===== config.mk =====
export PLATFORM = sky130hd
export DESIGN_NAME = xbus_decode_cpu_reset_glue
export DESIGN_NICKNAME = d
export VERILOG_FILES = /design/src/xbus_glue_pkg.sv /design/src/xbus_decode_cpu_reset_glue.sv
export SDC_FILE = /design/constraint.sdc
export NUM_CORES = 1
export LEC_CHECK = 0
export BUFFER_PORTS_ARGS = -buffer_cell sky130_fd_sc_hd__buf_2
export CORE_MARGIN = 3
export CORE_UTILIZATION = 48
export DETAILED_ROUTE_END_ITERATION = 10
export GPL_ROUTABILITY_DRIVEN = 0
export GPL_TIMING_DRIVEN = 0
export HOLD_SLACK_MARGIN = 0.1
export PLACE_DENSITY = 0.79
export SLEW_MARGIN = 5
export SYNTH_ARGS = -nofsm -noshare
export SYNTH_HDL_FRONTEND = slang
export SYNTH_SLANG_ARGS = --single-unit

===== constraint.sdc =====
create_clock -name clk_i -period 1.75 [get_ports clk_i]
set_input_delay 0.0875 -clock clk_i [delete_from_list [all_inputs] [get_ports clk_i]]
set_output_delay 0.0875 -clock clk_i [all_outputs]
set_load 0.01 [all_outputs]

===== src/xbus_glue_pkg.sv =====
// Constants and carrier types for the X-bus decode and CPU reset glue
package xbus_glue_pkg;

   // ----------------------------------------
   // Timing
   // ----------------------------------------
   localparam int unsigned CLK_MHZ           = 125;
   localparam int unsigned SOFT_RESET_CLKS   = 4;
   localparam int unsigned HARD_RESET_US     = 1000;
   localparam int unsigned HARD_RESET_CLKS   = HARD_RESET_US * CLK_MHZ;
   localparam int unsigned STRAP_DELAY_CLKS  = 2;

   // ----------------------------------------
   // Field positions
   // ----------------------------------------
   localparam int unsigned P92_HOT_RESET_BIT = 0;
   localparam int unsigned P92_STRAP_BIT     = 2;
   localparam int unsigned CFG4E_KBD_RST_BIT = 1;
   localparam int unsigned CFG4E_COPROC_BIT  = 4;
   localparam logic [11:0] HIGH_PORT_BASE    = 12'h0800;
   localparam logic [11:0] HIGH_PORT_MASK    = 12'h0F00;

   // ----------------------------------------
   // X-bus device codes
   // ----------------------------------------
   typedef enum logic [1:0] {
      XCODE_IDLE     = 2'h0,
      XCODE_RTC_ADDR = 2'h1,
      XCODE_RTC_DATA = 2'h2,
      XCODE_ROM_KBD  = 2'h3
   } xsel_code_t;

   // Decoded access from the bridge core
   typedef struct packed {
      logic        rtc_addr;
      logic        rtc_data;
      logic        rom;
      logic        kbd;
      logic        io_cycle;
      logic [15:0] io_addr;
      logic        read;
   } xbus_access_t;

   // Reset trigger events from the configuration logic
   typedef struct packed {
      logic hot_reset;
      logic shutdown;
      logic kbd_reset;
      logic reset_drive;
   } reset_events_t;

endpackage


===== src/xbus_decode_cpu_reset_glue.sv =====
// X-bus decode and steering, strap capture and CPU sideband reset glue
//
// Overview of operation
// - Read strobe low steers X-bus data to ISA
// - RISC mode: read pin strap shown port 92 bit2
// - Buffer enable asserted on any X-bus decode outside test mode
// - Buffer enable strap low selects test mode
// - RISC mode: low select is ROM select
// - RISC mode: high select for 800h-8FFh I/O
// - x86 mode: selects carry encoded device code
// - Code: idle, RTC addr, RTC data, ROM/keyboard
// - Mode strap sampled after reset picks pin functions
// - x86: soft reset four clocks per event
// - RISC: hard reset one millisecond per event
// - x86: shared pin is ignore-numeric-error
// - Shared input: interrupt 13 unless 4Eh bit4
// - RISC: hard and ISA resets derived from power-good input
// - CPU interrupt driven from interrupt controller
// - RISC: ISA reset one millisecond per trigger
`timescale 1ns/100ps
module xbus_decode_cpu_reset_glue #(
   parameter int unsigned HARD_RESET_CLKS = xbus_glue_pkg::HARD_RESET_CLKS,
   parameter int unsigned SOFT_RESET_CLKS = xbus_glue_pkg::SOFT_RESET_CLKS
) (
   input  wire logic                         clk_i,
   input  wire logic                         reset_n_i,
   input  wire logic                         power_ok_in_i,
   input  wire logic                         risc_mode_strap_i,
   input  wire logic                         xbus_read_n_i,
   input  wire logic                         xbus_buffer_enable_n_i,
   input  wire xbus_glue_pkg::xbus_access_t  access_i,
   input  wire xbus_glue_pkg::reset_events_t events_i,
   input  wire logic                         coproc_select_i,
   input  wire logic                         pic_int_i,
   input  wire logic                         fp_ignore_i,
   input  wire logic                         shared_irq_pin_i,
   input  wire logic [7:0]                   xbus_data_i,
   output logic [7:0]                        isa_system_data_o,
   output logic                              isa_data_steer_o,
   output logic                              xbus_read_n_o,
   output logic                              xbus_read_n_oe_o,
   output logic                              xbus_buffer_enable_n_o,
   output logic                              xbus_buffer_enable_n_oe_o,
   output logic                              xsel_low_o,
   output logic                              xsel_high_o,
   output logic                              strap_lock_sense_o,
   output logic                              risc_mode_o,
   output logic                              test_mode_o,
   output logic                              cpu_soft_reset_o,
   output logic                              cpu_hard_reset_n_o,
   output logic                              ignore_fp_error_n_o,
   output logic                              legacy_bus_reset_o,
   output logic                              irq_line_thirteen_o,
   output logic                              coproc_error_n_o,
   output logic                              cpu_int_o
);

   localparam int unsigned HW = $clog2(HARD_RESET_CLKS + 1);
   localparam int unsigned SW = $clog2(SOFT_RESET_CLKS + 1);

   // Zero-length pulses would leave the counters stuck idle
   if (HARD_RESET_CLKS < 1 || SOFT_RESET_CLKS < 1) begin : g_bad_len
      $error("Reset pulse lengths must be at least one cycle");
   end

   // ----------------------------------------
   // Pin synchronisers
   // ----------------------------------------
   logic [4:0] sync_a;
   logic [4:0] sync_b;
   wire  [4:0] pins = {power_ok_in_i, risc_mode_strap_i, xbus_read_n_i,
                       xbus_buffer_enable_n_i, shared_irq_pin_i};

   always_ff @(posedge clk_i or negedge reset_n_i) begin
      if (!reset_n_i) begin
         sync_a <= 5'h00;
         sync_b <= 5'h00;
      end else begin
         sync_a <= pins;
         sync_b <= sync_a;
      end
   end

   wire pwr_ok   = sync_b[4];
   wire mode_pin = sync_b[3];
   wire rd_pin   = sync_b[2];
   wire oe_pin   = sync_b[1];
   wire irq_pin  = sync_b[0];

   // ----------------------------------------
   // Strap capture after reset release
   // ----------------------------------------
   logic [1:0] strap_wait;
   logic       straps_done;
   logic       risc_mode;
   logic       test_mode;
   logic       rd_strap;

   // Pins float as inputs until straps are latched, so nothing drives them early
   always_ff @(posedge clk_i or negedge reset_n_i) begin
      if (!reset_n_i) begin
         strap_wait  <= 2'h0;
         straps_done <= 1'b0;
         risc_mode   <= 1'b0;
         test_mode   <= 1'b0;
         rd_strap    <= 1'b0;
      end else if (!straps_done) begin
         strap_wait <= strap_wait + 2'h1;
         if (strap_wait == 2'(xbus_glue_pkg::STRAP_DELAY_CLKS)) begin
            straps_done <= 1'b1;
            risc_mode   <= mode_pin;
            test_mode   <= !oe_pin;
            rd_strap    <= rd_pin;
         end
      end
   end

   assign risc_mode_o        = risc_mode;
   assign test_mode_o        = test_mode;
   assign strap_lock_sense_o = rd_strap;  // Port 92 bit 2 view

   // ----------------------------------------
   // X-bus decode and steering
   // ----------------------------------------
   wire rom_or_kbd = access_i.rom | access_i.kbd;
   wire high_port  = access_i.io_cycle &
                     ((access_i.io_addr[11:0] & xbus_glue_pkg::HIGH_PORT_MASK)
                      == xbus_glue_pkg::HIGH_PORT_BASE) &
                     (access_i.io_addr[15:12] == 4'h0);
   wire any_dev    = access_i.rtc_addr | access_i.rtc_data | rom_or_kbd |
                     (risc_mode & high_port);

   xbus_glue_pkg::xsel_code_t code;
   assign code = rom_or_kbd        ? xbus_glue_pkg::XCODE_ROM_KBD  :
                 access_i.rtc_data ? xbus_glue_pkg::XCODE_RTC_DATA :
                 access_i.rtc_addr ? xbus_glue_pkg::XCODE_RTC_ADDR :
                                     xbus_glue_pkg::XCODE_IDLE;

   wire live       = straps_done & !test_mode;
   wire next_low   = risc_mode ? access_i.rom : code[0];
   wire next_high  = risc_mode ? high_port    : code[1];
   wire next_rd_n  = !(any_dev & access_i.read);
   wire next_oe_n  = !any_dev;

   logic       sel_low;
   logic       sel_high;
   logic       rd_n;
   logic       oe_n;
   logic [7:0] bus_data;

   always_ff @(posedge clk_i or negedge reset_n_i) begin
      if (!reset_n_i) begin
         sel_low  <= 1'b0;
         sel_high <= 1'b0;
         rd_n     <= 1'b1;
         oe_n     <= 1'b1;
         bus_data <= 8'h00;
      end else begin
         sel_low  <= live & next_low;
         sel_high <= live & next_high;
         rd_n     <= !live | next_rd_n;
         oe_n     <= !live | next_oe_n;
         bus_data <= xbus_data_i;
      end
   end

   assign xsel_low_o                = sel_low;
   assign xsel_high_o               = sel_high;
   assign xbus_read_n_o             = rd_n;
   assign xbus_read_n_oe_o          = straps_done;
   assign xbus_buffer_enable_n_o    = oe_n;
   assign xbus_buffer_enable_n_oe_o = straps_done;
   assign isa_data_steer_o          = !rd_n;
   assign isa_system_data_o         = bus_data;

   // ----------------------------------------
   // CPU reset pulses
   // ----------------------------------------
   logic pwr_ok_d;
   wire  pwr_rise  = pwr_ok & !pwr_ok_d;
   wire  cpu_event = events_i.hot_reset | events_i.shutdown | events_i.kbd_reset;
   wire  hard_trig = risc_mode & (pwr_rise | cpu_event);
   wire  isa_trig  = risc_mode & (pwr_rise | events_i.hot_reset |
                                  events_i.reset_drive);
   wire  soft_trig = straps_done & !risc_mode & cpu_event;

   logic [HW-1:0] hard_cnt;
   logic [HW-1:0] isa_cnt;
   logic [SW-1:0] soft_cnt;

   // Any new trigger reloads the count, stretching an active pulse
   always_ff @(posedge clk_i or negedge reset_n_i) begin
      if (!reset_n_i) begin
         pwr_ok_d <= 1'b0;
         hard_cnt <= '0;
         isa_cnt  <= '0;
         soft_cnt <= '0;
      end else begin
         pwr_ok_d <= pwr_ok;
         if (hard_trig) begin
            hard_cnt <= HW'(HARD_RESET_CLKS);
         end else if (hard_cnt != '0) begin
            hard_cnt <= hard_cnt - HW'(1);
         end
         if (isa_trig) begin
            isa_cnt <= HW'(HARD_RESET_CLKS);
         end else if (isa_cnt != '0) begin
            isa_cnt <= isa_cnt - HW'(1);
         end
         if (soft_trig) begin
            soft_cnt <= SW'(SOFT_RESET_CLKS);
         end else if (soft_cnt != '0) begin
            soft_cnt <= soft_cnt - SW'(1);
         end
      end
   end

   assign cpu_soft_reset_o = soft_cnt != '0;
   // Shared pin: hard reset in RISC mode, ignore-error in x86 mode
   assign cpu_hard_reset_n_o  = !(risc_mode & (hard_cnt != '0));
   assign ignore_fp_error_n_o = risc_mode ? 1'b1 : !fp_ignore_i;
   assign legacy_bus_reset_o  = isa_cnt != '0;

   // ----------------------------------------
   // Interrupt and coprocessor error routing
   // ----------------------------------------
   assign irq_line_thirteen_o = !coproc_select_i & irq_pin;
   assign coproc_error_n_o    = coproc_select_i ? irq_pin : 1'b1;
   assign cpu_int_o           = pic_int_i;

endmodule


### Word level (Yosys, flattened, before mapping)

Index checks and enable logic that the tools add are counted.

| storage, ports and cells | value |
|---|---|
| output and inout port bits | 25 |
| register bits after elaboration | 66 |
| bits of input ports | 44 |

| operators by class | value |
|---|---|
| $add $sub $neg | 4 |
| mux-type cells | 15 |
| reduce and logical (&&, ||, !) cells | 19 |
| bitwise operators | 26 |
| equality and inequality tests | 2 |

Operators with widths:

| kind | number |
|---|---|
| 17-bit two-way mux | 4 |
| 17-bit nonzero test | 2 |
| 17-bit by 1-bit subtractor with 17-bit output, second input constant | 2 |
| 1-bit AND | 14 |
| 1-bit logical NOT | 11 |
| 1-bit bitwise OR | 11 |
| 1-bit two-way mux | 7 |
| 3-bit two-way mux | 2 |
| 2-bit nonzero test | 3 |
| 4-bit == test, second input constant | 1 |
| 4-bit logical NOT | 1 |
| 2-bit two-way mux | 2 |
| 3-bit nonzero test | 1 |
| 3-bit by 1-bit subtractor with 3-bit output, second input constant | 1 |
| 2-bit by 1-bit adder with 2-bit output, second input constant | 1 |
| 2-bit == test, second input constant | 1 |
| 2-bit AND reduction | 1 |
| 1-bit NOT | 1 |

### Logic depth before layout (Yosys ltp)

Gate-level depths: netlist of the first run.

| depth | value |
|---|---|
| depth in word-level cells | 8 |
| depth in mapped cells | 7 |

### Least setup slack after synthesis of the first run

No wires, ideal clock.

| timing | value |
|---|---|
| path kind | reg2reg |
| start | reg isa_cnt[12] |
| end | reg isa_cnt[1] |
| stages on the path, launching flop included | 8 |
| arrival time | 1,852 ps |
| path buffers | 2 |
| setup slack | -189 ps |
| data required time | 1,663 ps |
| period minus slack after synthesis | 1,939 ps |
| path through | dfrtp_1 > or4_1 > buf_2 > or3_1 > buf_2 > nor2_4 > inv_2 > a211oi_2 |

| on the way | value |
|---|---|
| longest elaborated chain between the ends | 2 |

RTL lines:

| what | line | text |
|---|---|---|
| start, declared | xbus_decode_cpu_reset_glue.sv:188 | `logic [HW-1:0] isa_cnt;` |
| start signal, assigned | xbus_decode_cpu_reset_glue.sv:206 | `isa_cnt <= HW'(HARD_RESET_CLKS);` |
| start signal, assigned | xbus_decode_cpu_reset_glue.sv:208 | `isa_cnt <= isa_cnt - HW'(1);` |
| 17-bit nonzero test | -- |  |
| net legacy_bus_reset_o | xbus_decode_cpu_reset_glue.sv:52 | `output logic legacy_bus_reset_o,` |
| 2-bit nonzero test (no line) | -- |  |

The timed path passes the listed nets, and every way through them passes these cells.
A chain may end at the register's enable or synchronous reset.

### Final worst setup path of the first run

| timing | value |
|---|---|
| start | reg isa_cnt[11] |
| end | out legacy_bus_reset_o |

| on the way | value |
|---|---|
| longest elaborated chain between the ends | 1 |

RTL lines:

| what | line | text |
|---|---|---|
| 17-bit nonzero test | xbus_decode_cpu_reset_glue.sv:222 | `assign legacy_bus_reset_o = isa_cnt != '0;` |
| end, declared | xbus_decode_cpu_reset_glue.sv:52 |  |

Every way passes these cells.

==> results_dict.tcl, run 1 <==
set metrics [dict create \
    synth_warnings 0 \
    final-hold-violation-count 0 \
    ctsLongestPathBuffers 2 \
    run_status "complete, but fails checks" \
    cellLeakagePower_nw 1.87 \
    clk_latency_ps 340 \
    rsz0062_at_grt "yes" \
    num-nets-final 453 \
    violations "negative setup slack" \
    avgViaCountPerCell 5.83 \
    cpPeakStageDelay_ps 540 \
    drt_pass1_iterations 4 \
    cts.clk_slew.worst_paths_ps 70 \
    critical_path_class "reg2out" \
    cpMaxStageDelayCell "or4_4" \
    dp_hpwl_mm 4.40 \
    clock-sinks 66 \
    syn_to_final_growth_pct 50.1 \
    cts_root_buf "clkbuf_8" \
    skew_ps 11.3 \
    mostFrequentLayoutCell "dfrtp_1" \
    grt_max_degree 67 \
    drive_gt1_share_pct 43.3 \
    antenna_cells 0 \
    post-route-period-util_pct 117 \
    synth.avg_cell_area_um2 10.7 \
    cp.required_ps 1660 \
    slew-limit-headroom_pct 46.6 \
    worstHoldPathType "in2reg" \
    synth_flop_cell "dfrtp_1" \
    critPathCaptureType "output port" \
    synth_cell_types 50 \
    totalWireLength_mm 8.10 \
    synthArstFlopShare_pct 100 \
    worst_pin_slew_ps 801 \
    grt_usage_pct 21.5 \
    final_max_slew_viol_count 0 \
    drtIter0Drc 157 \
    portBuffers 59 \
    initial_utilization_pct 50.4 \
    post-route-drc-count 0 \
    ant_nets 0 \
    synthCells 282 \
    startpoint_type "register" \
    totalNegativeSetupSlack_ps -1970 \
    routedWlPerCell_um 16.7 \
    core_um2 5990 \
    ys_ff_latch 66 \
    crit_chain "or4_4, or3_4, nor2_4, inv_2, buf_6" \
    fmax_mhz 488 \
    setup_viol 21 \
    p_per_area_nw_per_um2 965 \
    numCtsBuffers 9 \
    globalRouteOverflowTotal 0 \
    fp.dieW_um 85.3 \
    num_rows 28 \
    syn_area_um2 3020 \
    final_cell_mix "dfrtp_1, buf_2, buf_4" \
    synth-edff-count 0 \
    drv_cap 0 \
    power_mw 4.38 \
    cts-htree-levels 3 \
    critPathArrivalTime_ps 1960 \
    crit_path_max_fanout 2 \
    fin_crit_ps 2050 \
    fin_util_pct 75.7 \
    timing.final.ws_setup_ps -298 \
    ioPinCount 69 \
    die_area_um2 7280 \
    yosysSeqAreaShare_pct 54.8 \
    fp.dieH_um 85.3 \
    syn_nets 331 \
    antenna_found_initial 0 \
    cts_tree "built" \
    grt_first_pass_wirelength_mm 12.5 \
    via_count 2820 \
    grt_pass1_vias 2676 \
    nFillCells 363 \
    peakVddDrop_mv 0.640 \
]
==> critical path, delay by kind of cell, from the launching register on <==
kind | cells | cell delay (ps)
buf+inv | 2 | 160
flops | 1 | 390
simple gates | 3 | 1080
==> cells in the mapped netlist, drive strengths merged (4+ instances only) <==
cell,number,share of area [%]
o31ai,11,2.7
inv,13,1.6
nor3,18,3.1
buf,4,0.83
nor2b,5,1.0
or4,7,1.7
ha,5,2.1
nor2,14,2.0
a21oi,18,3.0
nand2,15,1.9
clkbuf,8,0.99
nor4,10,2.3
mux2i,9,3.0
or3,7,1.4
and2,5,1.0
nand2b,12,2.5
dfrtp,64,53
o21ai,9,1.5
nand3,5,0.83
==> report_power, final <==
group	leakage [nW]	internal, mW	total [mW]	switching, mW
Clock	0.119	0.988	1.59	0.606
Combinational	0.999	0.456	0.924	0.469
Sequential	0.757	1.67	1.86	0.187
==> area by class of cell <==
| type | count | area, µm² | share of cell area (%) |
|---|---|---|---|
| buffer | 7 | 38.8 | 0.855 |
| clock buffer | 10 | 138 | 3.04 |
| clock inverter | 6 | 114 | 2.51 |
| inverter | 13 | 48.8 | 1.08 |
| multi-input combinational | 191 | 1630 | 35.9 |
| sequential | 66 | 1660 | 36.6 |
| tap | 75 | 93.8 | 2.07 |
| timing repair buffer | 116 | 817 | 18.0 |
==> sequential cells by signal (all words and copies together) (netlist names) <==
| name | count |
|---|---|
| sync_b | 5 |
| strap_lock_sense_o | 1 |
| hard_cnt | 17 |
| xsel_high_o | 1 |
| risc_mode_o | 1 |
| pwr_ok_d | 1 |
| xsel_low_o | 1 |
| sync_a | 5 |
| test_mode_o | 1 |
| soft_cnt | 3 |
| strap_wait | 2 |
| isa_system_data_o | 8 |
| xbus_buffer_enable_n_oe_o | 1 |
| isa_cnt | 17 |
| xbus_buffer_enable_n_o | 1 |
| xbus_read_n_o | 1 |
==> metrics by stage <==
step,cell area [µm²],worst slack [ps],instances,hold slack (ps)
after floorplan,3060,-146,282,-208
after global placement,3450,-314,416,195
after detailed placement,3450,-338,416,197
after CTS,4330,-326,475,125
after global routing,4530,-347,484,129
final,4530,-298,484,115
==> cell families (layout without fill, tap and decap cells) <==
| family | after synthesis | after routing | synth area share [%] |
|---|---|---|---|
| flip-flops | 66 | 66 | 54.8 |
| buffers and inverters | 25 | 152 | 3.44 |
| multiplexers | 11 | 11 | 3.73 |
| adder cells (fa/ha/maj) | 5 | 5 | 2.07 |
| AO/OA/AOI/OAI | 61 | 61 | 13.9 |
| XOR/XNOR | 2 | 2 | 0.580 |
| AND/OR/NAND/NOR | 112 | 112 | 21.5 |
==> final timing paths <==
| kind | start | endpoint | slack (ps) | cells after the start |
|---|---|---|---|---|
| worst max register to register | isa_cnt[11]$_DFFE_PN0P_ | isa_cnt[2]$_DFFE_PN0P_ | -270 | 6 |
| min in group asynchronous | reset_n_i | isa_cnt[1]$_DFFE_PN0P_ | 360 | 2 |
| worst min-delay path | access_i[21] | xbus_buffer_enable_n_o$_DFF_PN1_ | 110 | 4 |
| max in group asynchronous | reset_n_i | hard_cnt[5]$_DFFE_PN0P_ | 790 | 2 |
| worst max-delay path | isa_cnt[11]$_DFFE_PN0P_ | legacy_bus_reset_o | -300 | 5 |
| worst min register to register | sync_a[3]$_DFF_PN0_ | sync_b[3]$_DFF_PN0_ | 340 | 0 |
==> routing by layer <==
metal	wire length [µm]	part of all wire, %	up-vias	GRT usage (%)
li1	-	-	1296	-
met1	3370	42	1396	27.8
met2	4160	51	109	36.4
met3	430	5.3	19	4.56
met4	136	1.7	0	6.33
met5	0	0	-	0
==> timing repair <==
action,4_1_cts,5_1_grt
endpoints found under the setup margin,35,36
resized for setup,47,35
hold buffers,23,0
hold endpoints to repair,80,0
setup buffers,24,10
pin swaps,13,23
Power figures use the tool's default switching activity.
==> run 2, diff against run 1 <==
--- a/config.mk
+++ b/config.mk
@@ -6,7 +6,7 @@
 export NUM_CORES = 1
 export LEC_CHECK = 0
 export BUFFER_PORTS_ARGS = -buffer_cell sky130_fd_sc_hd__buf_2
-export CORE_MARGIN = 3
+export CORE_MARGIN = 2
 export CORE_UTILIZATION = 48
 export DETAILED_ROUTE_END_ITERATION = 10
 export GPL_ROUTABILITY_DRIVEN = 0
==> run 2 against run 1 <==
Effect of this change:
- the run still ends with negative setup slack left
- global-route usage up 2.1 points
- clock skew is 3.1 ps lower
- critical path depth did not move
- die area fell by 4.6%
- sequential share of layout area increased by 0.15 points
- sequential power is essentially flat
- cell count grew 0.62%
- worst setup slack got worse by 1.9 ps
- register-to-register slack hardly changed
- final area is 0.41% lower
- non-clock buffer count increased by 3
- via count decreased by 0.96%
- critical path type unchanged
- largest power group unchanged
- highest routed layer unchanged
==> results_dict.tcl, run 2 (same netlist as run 1, synthesis figures left out) <==
set metrics [dict create \
    run_status "complete, but fails checks" \
    violations "negative setup slack" \
    crit_chain "or4_4, or3_4, nor2_4, inv_2, buf_6" \
    drv_cap 0 \
    fin_crit_ps 2050 \
    reg2regPathDepth 5 \
    grtUsageMet3_pct 6.56 \
    cp.required_ps 1660 \
    post-route-drc-count 0 \
    critPathCaptureType "output port" \
    fin_util_pct 75.4 \
    final_cells 487 \
    startpoint_type "register" \
    worstHoldPathType "in2reg" \
    clock-sinks 66 \
    power_mw 4.55 \
    grt.met1_usage_pct 27.9 \
    dp_hpwl_mm 4.35 \
    die_area_um2 6940 \
    cp_top_family "simple AND/OR/NAND/NOR gates" \
    drive_gt1_share_pct 42.5 \
    grt_most_used_layer "met2" \
    timing.final.ws_setup_ps -300 \
    cts.clk_slew.worst_paths_ps 80 \
    cts_root_buf "clkbuf_8" \
    grt_usage_pct 23.6 \
    worst_pin_slew_ps 813 \
    cpPeakStageDelay_ps 540 \
    grt_pass1_vias 2876 \
    globalRouteOverflowTotal 0 \
    drtIter0Drc 175 \
    grt_first_pass_wirelength_mm 13.2 \
    numCtsBuffers 9 \
    via_count 2793 \
    antenna_found_initial 0 \
    initial_utilization_pct 50.4 \
    totalWireLength_mm 8.09 \
    slew-limit-headroom_pct 45.8 \
    critical_path_class "reg2out" \
    p_per_area_nw_per_um2 1010 \
    grt_max_degree 67 \
    cts-htree-levels 3 \
    avgViaCountPerCell 5.74 \
    clk_latency_ps 350 \
    cpMaxStageDelayCell "or4_4" \
    hold_depth 3 \
    mostFrequentLayoutCell "dfrtp_1" \
    ctsLongestPathBuffers 2 \
    grt.met2_usage_pct 41.0 \
    min_to "hard_cnt[16]$_DFFE_PN0P_" \
    antenna_cells 0 \
    fmax_mhz 488 \
    skew_ps 8.25 \
    num_rows 28 \
    peakVddDrop_mv 0.580 \
    fp.dieW_um 83.3 \
    core_um2 5990 \
    min_from "events_i[1]" \
    num-nets-final 456 \
    totalNegativeSetupSlack_ps -1420 \
    cts_tree "built" \
    post-place-cells 416 \
    cellLeakagePower_nw 1.90 \
    final-hold-violation-count 0 \
    critPathArrivalTime_ps 1960 \
    ioPinCount 69 \
    ant_nets 0 \
    drt_pass1_iterations 5 \
    final_cell_mix "dfrtp_1, buf_2, buf_4" \
    portBuffers 59 \
    rr_startpoint "isa_cnt[11]$_DFFE_PN0P_" \
    rr_endpoint "isa_cnt[1]$_DFFE_PN0P_" \
    fp.dieH_um 83.3 \
    critical_path_buf_inv_count 2 \
    hold_ws_ps 121 \
    setup_viol 18 \
    crit_path_max_fanout 2 \
    routedWlPerCell_um 16.6 \
    regToRegSetupSlack_ps -280 \
    post-route-period-util_pct 117 \
    rsz0062_at_grt "yes" \
    final_max_slew_viol_count 0 \
    syn_to_final_growth_pct 49.5 \
]
run 2: report_power, final:
group | leakage, nW | total, mW | switching [mW] | internal (mW)
sequential | 0.756 | 1.85 | 0.179 | 1.67
combinational | 1.00 | 0.940 | 0.470 | 0.470
clock | 0.137 | 1.76 | 0.621 | 1.13
run 2: worst register-to-register path, stage by stage, from the launching register on:
cell	delay (ps)
dfrtp_1	390
or4_4	540
or3_4	410
buf_4	180
nor3_1	340
a211oi_2	50
run 2: routing by layer:
metal  wire (µm)  vias to the layer above
li1            -                     1295
met1        3210                     1391
met2        4320                       91
met3         391                       16
met4         167                        0
met5           0                        -
run 2: layout make-up:
| cell class | instances | area [µm²] |
|---|---|---|
| flip-flops and latches | 66 | 1660 |
| multi-input cells | 191 | 1580 |
| fillers | 378 | 1480 |
| repair buffers | 119 | 820 |
| clock buffers | 10 | 138 |
| clock inverters | 6 | 138 |
| well taps | 75 | 93.8 |
| inverters | 13 | 48.8 |
| plain buffers | 7 | 38.8 |
run 2: metrics by stage:
stage | worst slack (ps) | instance area [µm²]
after floorplan | -146 | 3060
after global placement | -320 | 3450
after detailed placement | -452 | 3450
after CTS | -349 | 4360
after global routing | -369 | 4520
final | -300 | 4520
run 2: what timing repair did:
| action | CTS | global route |
|---|---|---|
| pin swaps | 16 | 9 |
| resized for setup | 48 | 21 |
| hold buffers | 23 | 0 |
| endpoints found under the setup margin | 35 | 33 |
| endpoints found under the hold margin | 80 | 0 |
| setup buffers | 26 | 11 |
run 2: worst max path at each step:
| stage | start | endpoint | slack, ps | cells past startpoint |
|---|---|---|---|---|
| 6_report | isa_cnt[11]$_DFFE_PN0P_ | legacy_bus_reset_o | -300 | 5 |
| 5_1_grt | isa_cnt[11]$_DFFE_PN0P_ | isa_cnt[1]$_DFFE_PN0P_ | -370 | 5 |
| 4_1_cts | isa_cnt[12]$_DFFE_PN0P_ | legacy_bus_reset_o | -350 | 6 |
| 3_5_place_dp | sync_b[4]$_DFF_PN0_ | hard_cnt[3]$_DFFE_PN0P_ | -450 | 4 |
| 3_3_place_gp | isa_cnt[0]$_DFFE_PN0P_ | isa_cnt[12]$_DFFE_PN0P_ | -320 | 6 |
| 2_1_floorplan | isa_cnt[13]$_DFFE_PN0P_ | isa_cnt[1]$_DFFE_PN0P_ | -150 | 7 |
==> run 3, diff against run 2 <==
--- a/config.mk
+++ b/config.mk
@@ -5,14 +5,15 @@
 export SDC_FILE = /design/constraint.sdc
 export NUM_CORES = 1
 export LEC_CHECK = 0
+export ABC_AREA = 1
 export BUFFER_PORTS_ARGS = -buffer_cell sky130_fd_sc_hd__buf_2
 export CORE_MARGIN = 2
-export CORE_UTILIZATION = 48
+export CORE_UTILIZATION = 49
 export DETAILED_ROUTE_END_ITERATION = 10
 export GPL_ROUTABILITY_DRIVEN = 0
 export GPL_TIMING_DRIVEN = 0
 export HOLD_SLACK_MARGIN = 0.1
-export PLACE_DENSITY = 0.79
+export PLACE_DENSITY = 0.8
 export SLEW_MARGIN = 5
 export SYNTH_ARGS = -nofsm -noshare
 export SYNTH_HDL_FRONTEND = slang
==> run 3 against run 2 <==
Effect of this change:
- the run still ends with negative setup slack left
- synthesized cell count rose by 44%
- clock-buffer cell count decreased by 1
- clock skew shrank 3.4 ps
- via count increased by 7.3%
- clock power is 18% lower
- total power is 7.8% lower
- highest routed layer is now met5
==> results_dict.tcl, run 3 <==
set metrics [dict create \
    run_status "complete, but fails checks" \
    violations "negative setup slack" \
    timing.final.ws_setup_ps -2.42 \
    mostFrequentLayoutCell "nand2_1" \
    multi_input_area_um2 1370 \
    drtIter0Drc 185 \
    cts_tree "built" \
    regToRegSetupSlack_ps 130 \
    num_rows 29 \
    fp.dieH_um 86.0 \
    drive_gt1_share_pct 28.1 \
    peakVddDrop_mv 0.720 \
    dp_hpwl_mm 4.92 \
    register_area_um2 1660 \
    grt_pass1_vias 2961 \
    dp_slack_ps 155 \
    drt_pass1_iterations 4 \
    synth-edff-count 0 \
    syn_area_um2 3290 \
    totalWireLength_mm 8.02 \
    cp.required_ps 1660 \
    netlist_top_cells_area "dfrtp_1, nand2_1, inv_1, nor2_1, nand3_1" \
    synthCells 405 \
    core_um2 6420 \
    clk_latency_ps 360 \
    drv_cap 0 \
    post-route-drc-count 0 \
    final-hold-violation-count 0 \
    slew-limit-headroom_pct 45.5 \
    antenna_found_initial 1 \
    ctsLongestPathBuffers 2 \
    comb_power_share_pct 22.7 \
    routedWlPerCell_um 13.4 \
    p_sw_share_pct 31.5 \
    skew_ps 4.86 \
    rsz0062_at_grt "yes" \
    synthMostInstantiatedCell "nand2_1" \
    cts.clk_slew.worst_paths_ps 80 \
    setup.worst_path.start "hard_cnt[1]$_DFFE_PN0P_" \
    hold_depth 5 \
    avgViaCountPerCell 5.03 \
    synth.avg_cell_area_um2 8.13 \
    post-place-cells 541 \
    fin_crit_ps 1750 \
    startpoint_type "register" \
    yosysSeqAreaShare_pct 50.2 \
    ant_nets 0 \
    post-route-period-util_pct 100 \
    crit_path_max_fanout 10 \
    ys_ff_latch 66 \
    synth_flop_cell "dfrtp_1" \
    cts-htree-levels 3 \
    synthTopCellsByCount "nand2_1, inv_1, dfrtp_1, nor2_1, nand3_1" \
    grt_first_pass_wirelength_mm 12.8 \
    final_cells 596 \
    syn_nets 454 \
    synth_cell_types 29 \
    critPathCaptureType "output port" \
    setup_viol 1 \
    syn_to_final_growth_pct 31.3 \
    p_per_area_nw_per_um2 970 \
    totalNegativeSetupSlack_ps -2.42 \
    ioPinCount 69 \
    reg2regPathDepth 10 \
    cellLeakagePower_nw 2.31 \
    die_area_um2 7390 \
    synthDominantCellAreaShare_pct 48.7 \
    final_cell_mix "nand2_1, dfrtp_1, inv_1" \
    cts_root_buf "clkbuf_8" \
    initial_utilization_pct 51.3 \
    nFillCells 476 \
    fp.dieW_um 86.0 \
    fmax_mhz 571 \
    grt_max_degree 67 \
    via_count 2998 \
    critPathArrivalTime_ps 1660 \
    rr_endpoint "hard_cnt[15]$_DFFE_PN0P_" \
    min_from "access_i[18]" \
    clock-sinks 66 \
    synthArstFlopShare_pct 100 \
    critical_path_class "reg2out" \
    min_to "xsel_high_o$_DFF_PN0_" \
    grt_usage_pct 22.1 \
    synth_warnings 0 \
    rr_startpoint "hard_cnt[1]$_DFFE_PN0P_" \
    pwr-share-seq_pct 42.8 \
    final_max_slew_viol_count 0 \
    num-nets-final 563 \
    worstHoldPathType "in2reg" \
    p_clk_share_pct 34.6 \
    antenna_cells 0 \
    power_mw 4.19 \
    synth_top_area_cell "dfrtp_1" \
    portBuffers 59 \
    numCtsBuffers 9 \
    p_switching_mw 1.32 \
    internal_power_mw 2.87 \
    globalRouteOverflowTotal 0 \
    worst_pin_slew_ps 817 \
]
-- run 3: worst max-delay path, stage by stage, from the launching register on --
cell and delay, ps:
dfrtp_1 400, inv_2 90, ha_4 150, nand2_4 70
nor2_4 150, nand3_4 110, buf_6 160, nand2_1 50
buf_2 120
-- run 3: worst max path at each step --
stage,to,cells after the start
3_5_place_dp,hard_cnt[0]$_DFFE_PN0P_,8
4_1_cts,cpu_hard_reset_n_o,7
2_1_floorplan,hard_cnt[11]$_DFFE_PN0P_,8
6_report,cpu_hard_reset_n_o,8
3_3_place_gp,cpu_hard_reset_n_o,8
5_1_grt,cpu_hard_reset_n_o,7
-- run 3: power groups by stage --
stage,sequential [mW],combinational [mW],clock [mW]
2_1_floorplan,1.80,0.559,0
3_5_place_dp,1.81,0.784,0
5_1_grt,1.81,1.06,1.53
3_3_place_gp,1.81,0.748,0
4_1_cts,1.79,0.873,1.46
6_report,1.79,0.950,1.45
-- run 3: per-stage QoR --
step | cell area, µm² | hold WS [ps] | util, %
4_1_cts | 4210 | 142 | 65.6
5_1_grt | 4320 | 234 | 67.3
2_1_floorplan | 3290 | -208 | -
3_3_place_gp | 3680 | 195 | 57.4
3_5_place_dp | 3690 | 197 | 57.4
6_report | 4320 | 203 | 67.3
-- run 3: layout make-up --
type	instances	area share, %
flip-flops and latches	66	38.3
multi-input cells	261	31.7
repair buffers	98	14.9
inverters	72	6.25
clock buffers	9	2.87
clock inverters	7	2.35
well taps	77	2.23
plain buffers	6	1.33
-- run 3: cell families (layout without fill, tap and decap cells) --
| family | count (synthesis) | count (layout) | synth area share [%] |
|---|---|---|---|
| adders and majority gates | 5 | 5 | 1.90 |
| AOI/OAI and AO/OA | 23 | 23 | 4.26 |
| DFF | 66 | 66 | 50.2 |
| muxes | 1 | 1 | 0.342 |
| and+or+nand+nor | 226 | 226 | 31.8 |
| xor gates and xnor gates | 6 | 6 | 1.60 |
| buffers and inverters | 78 | 192 | 9.84 |
-- run 3: timing repair --
| action | CTS | global route |
|---|---|---|
| endpoints found under the setup margin | 2 | 5 |
| hold endpoints to repair | 81 | 0 |
| buffers inserted | 7 | 10 |
| resized for setup | 10 | 10 |
| hold buffers | 22 | 0 |
| pin swaps | 6 | 7 |
-- run 3: layer usage --
metal | GRT usage (%) | up-vias | wire (µm)
met2 | 38.8 | 96 | 4060
li1 | - | 1468 | -
met1 | 25.6 | 1411 | 3280
met5 | 0 | - | 11
met4 | 10.4 | 2 | 167
met3 | 4.91 | 21 | 496
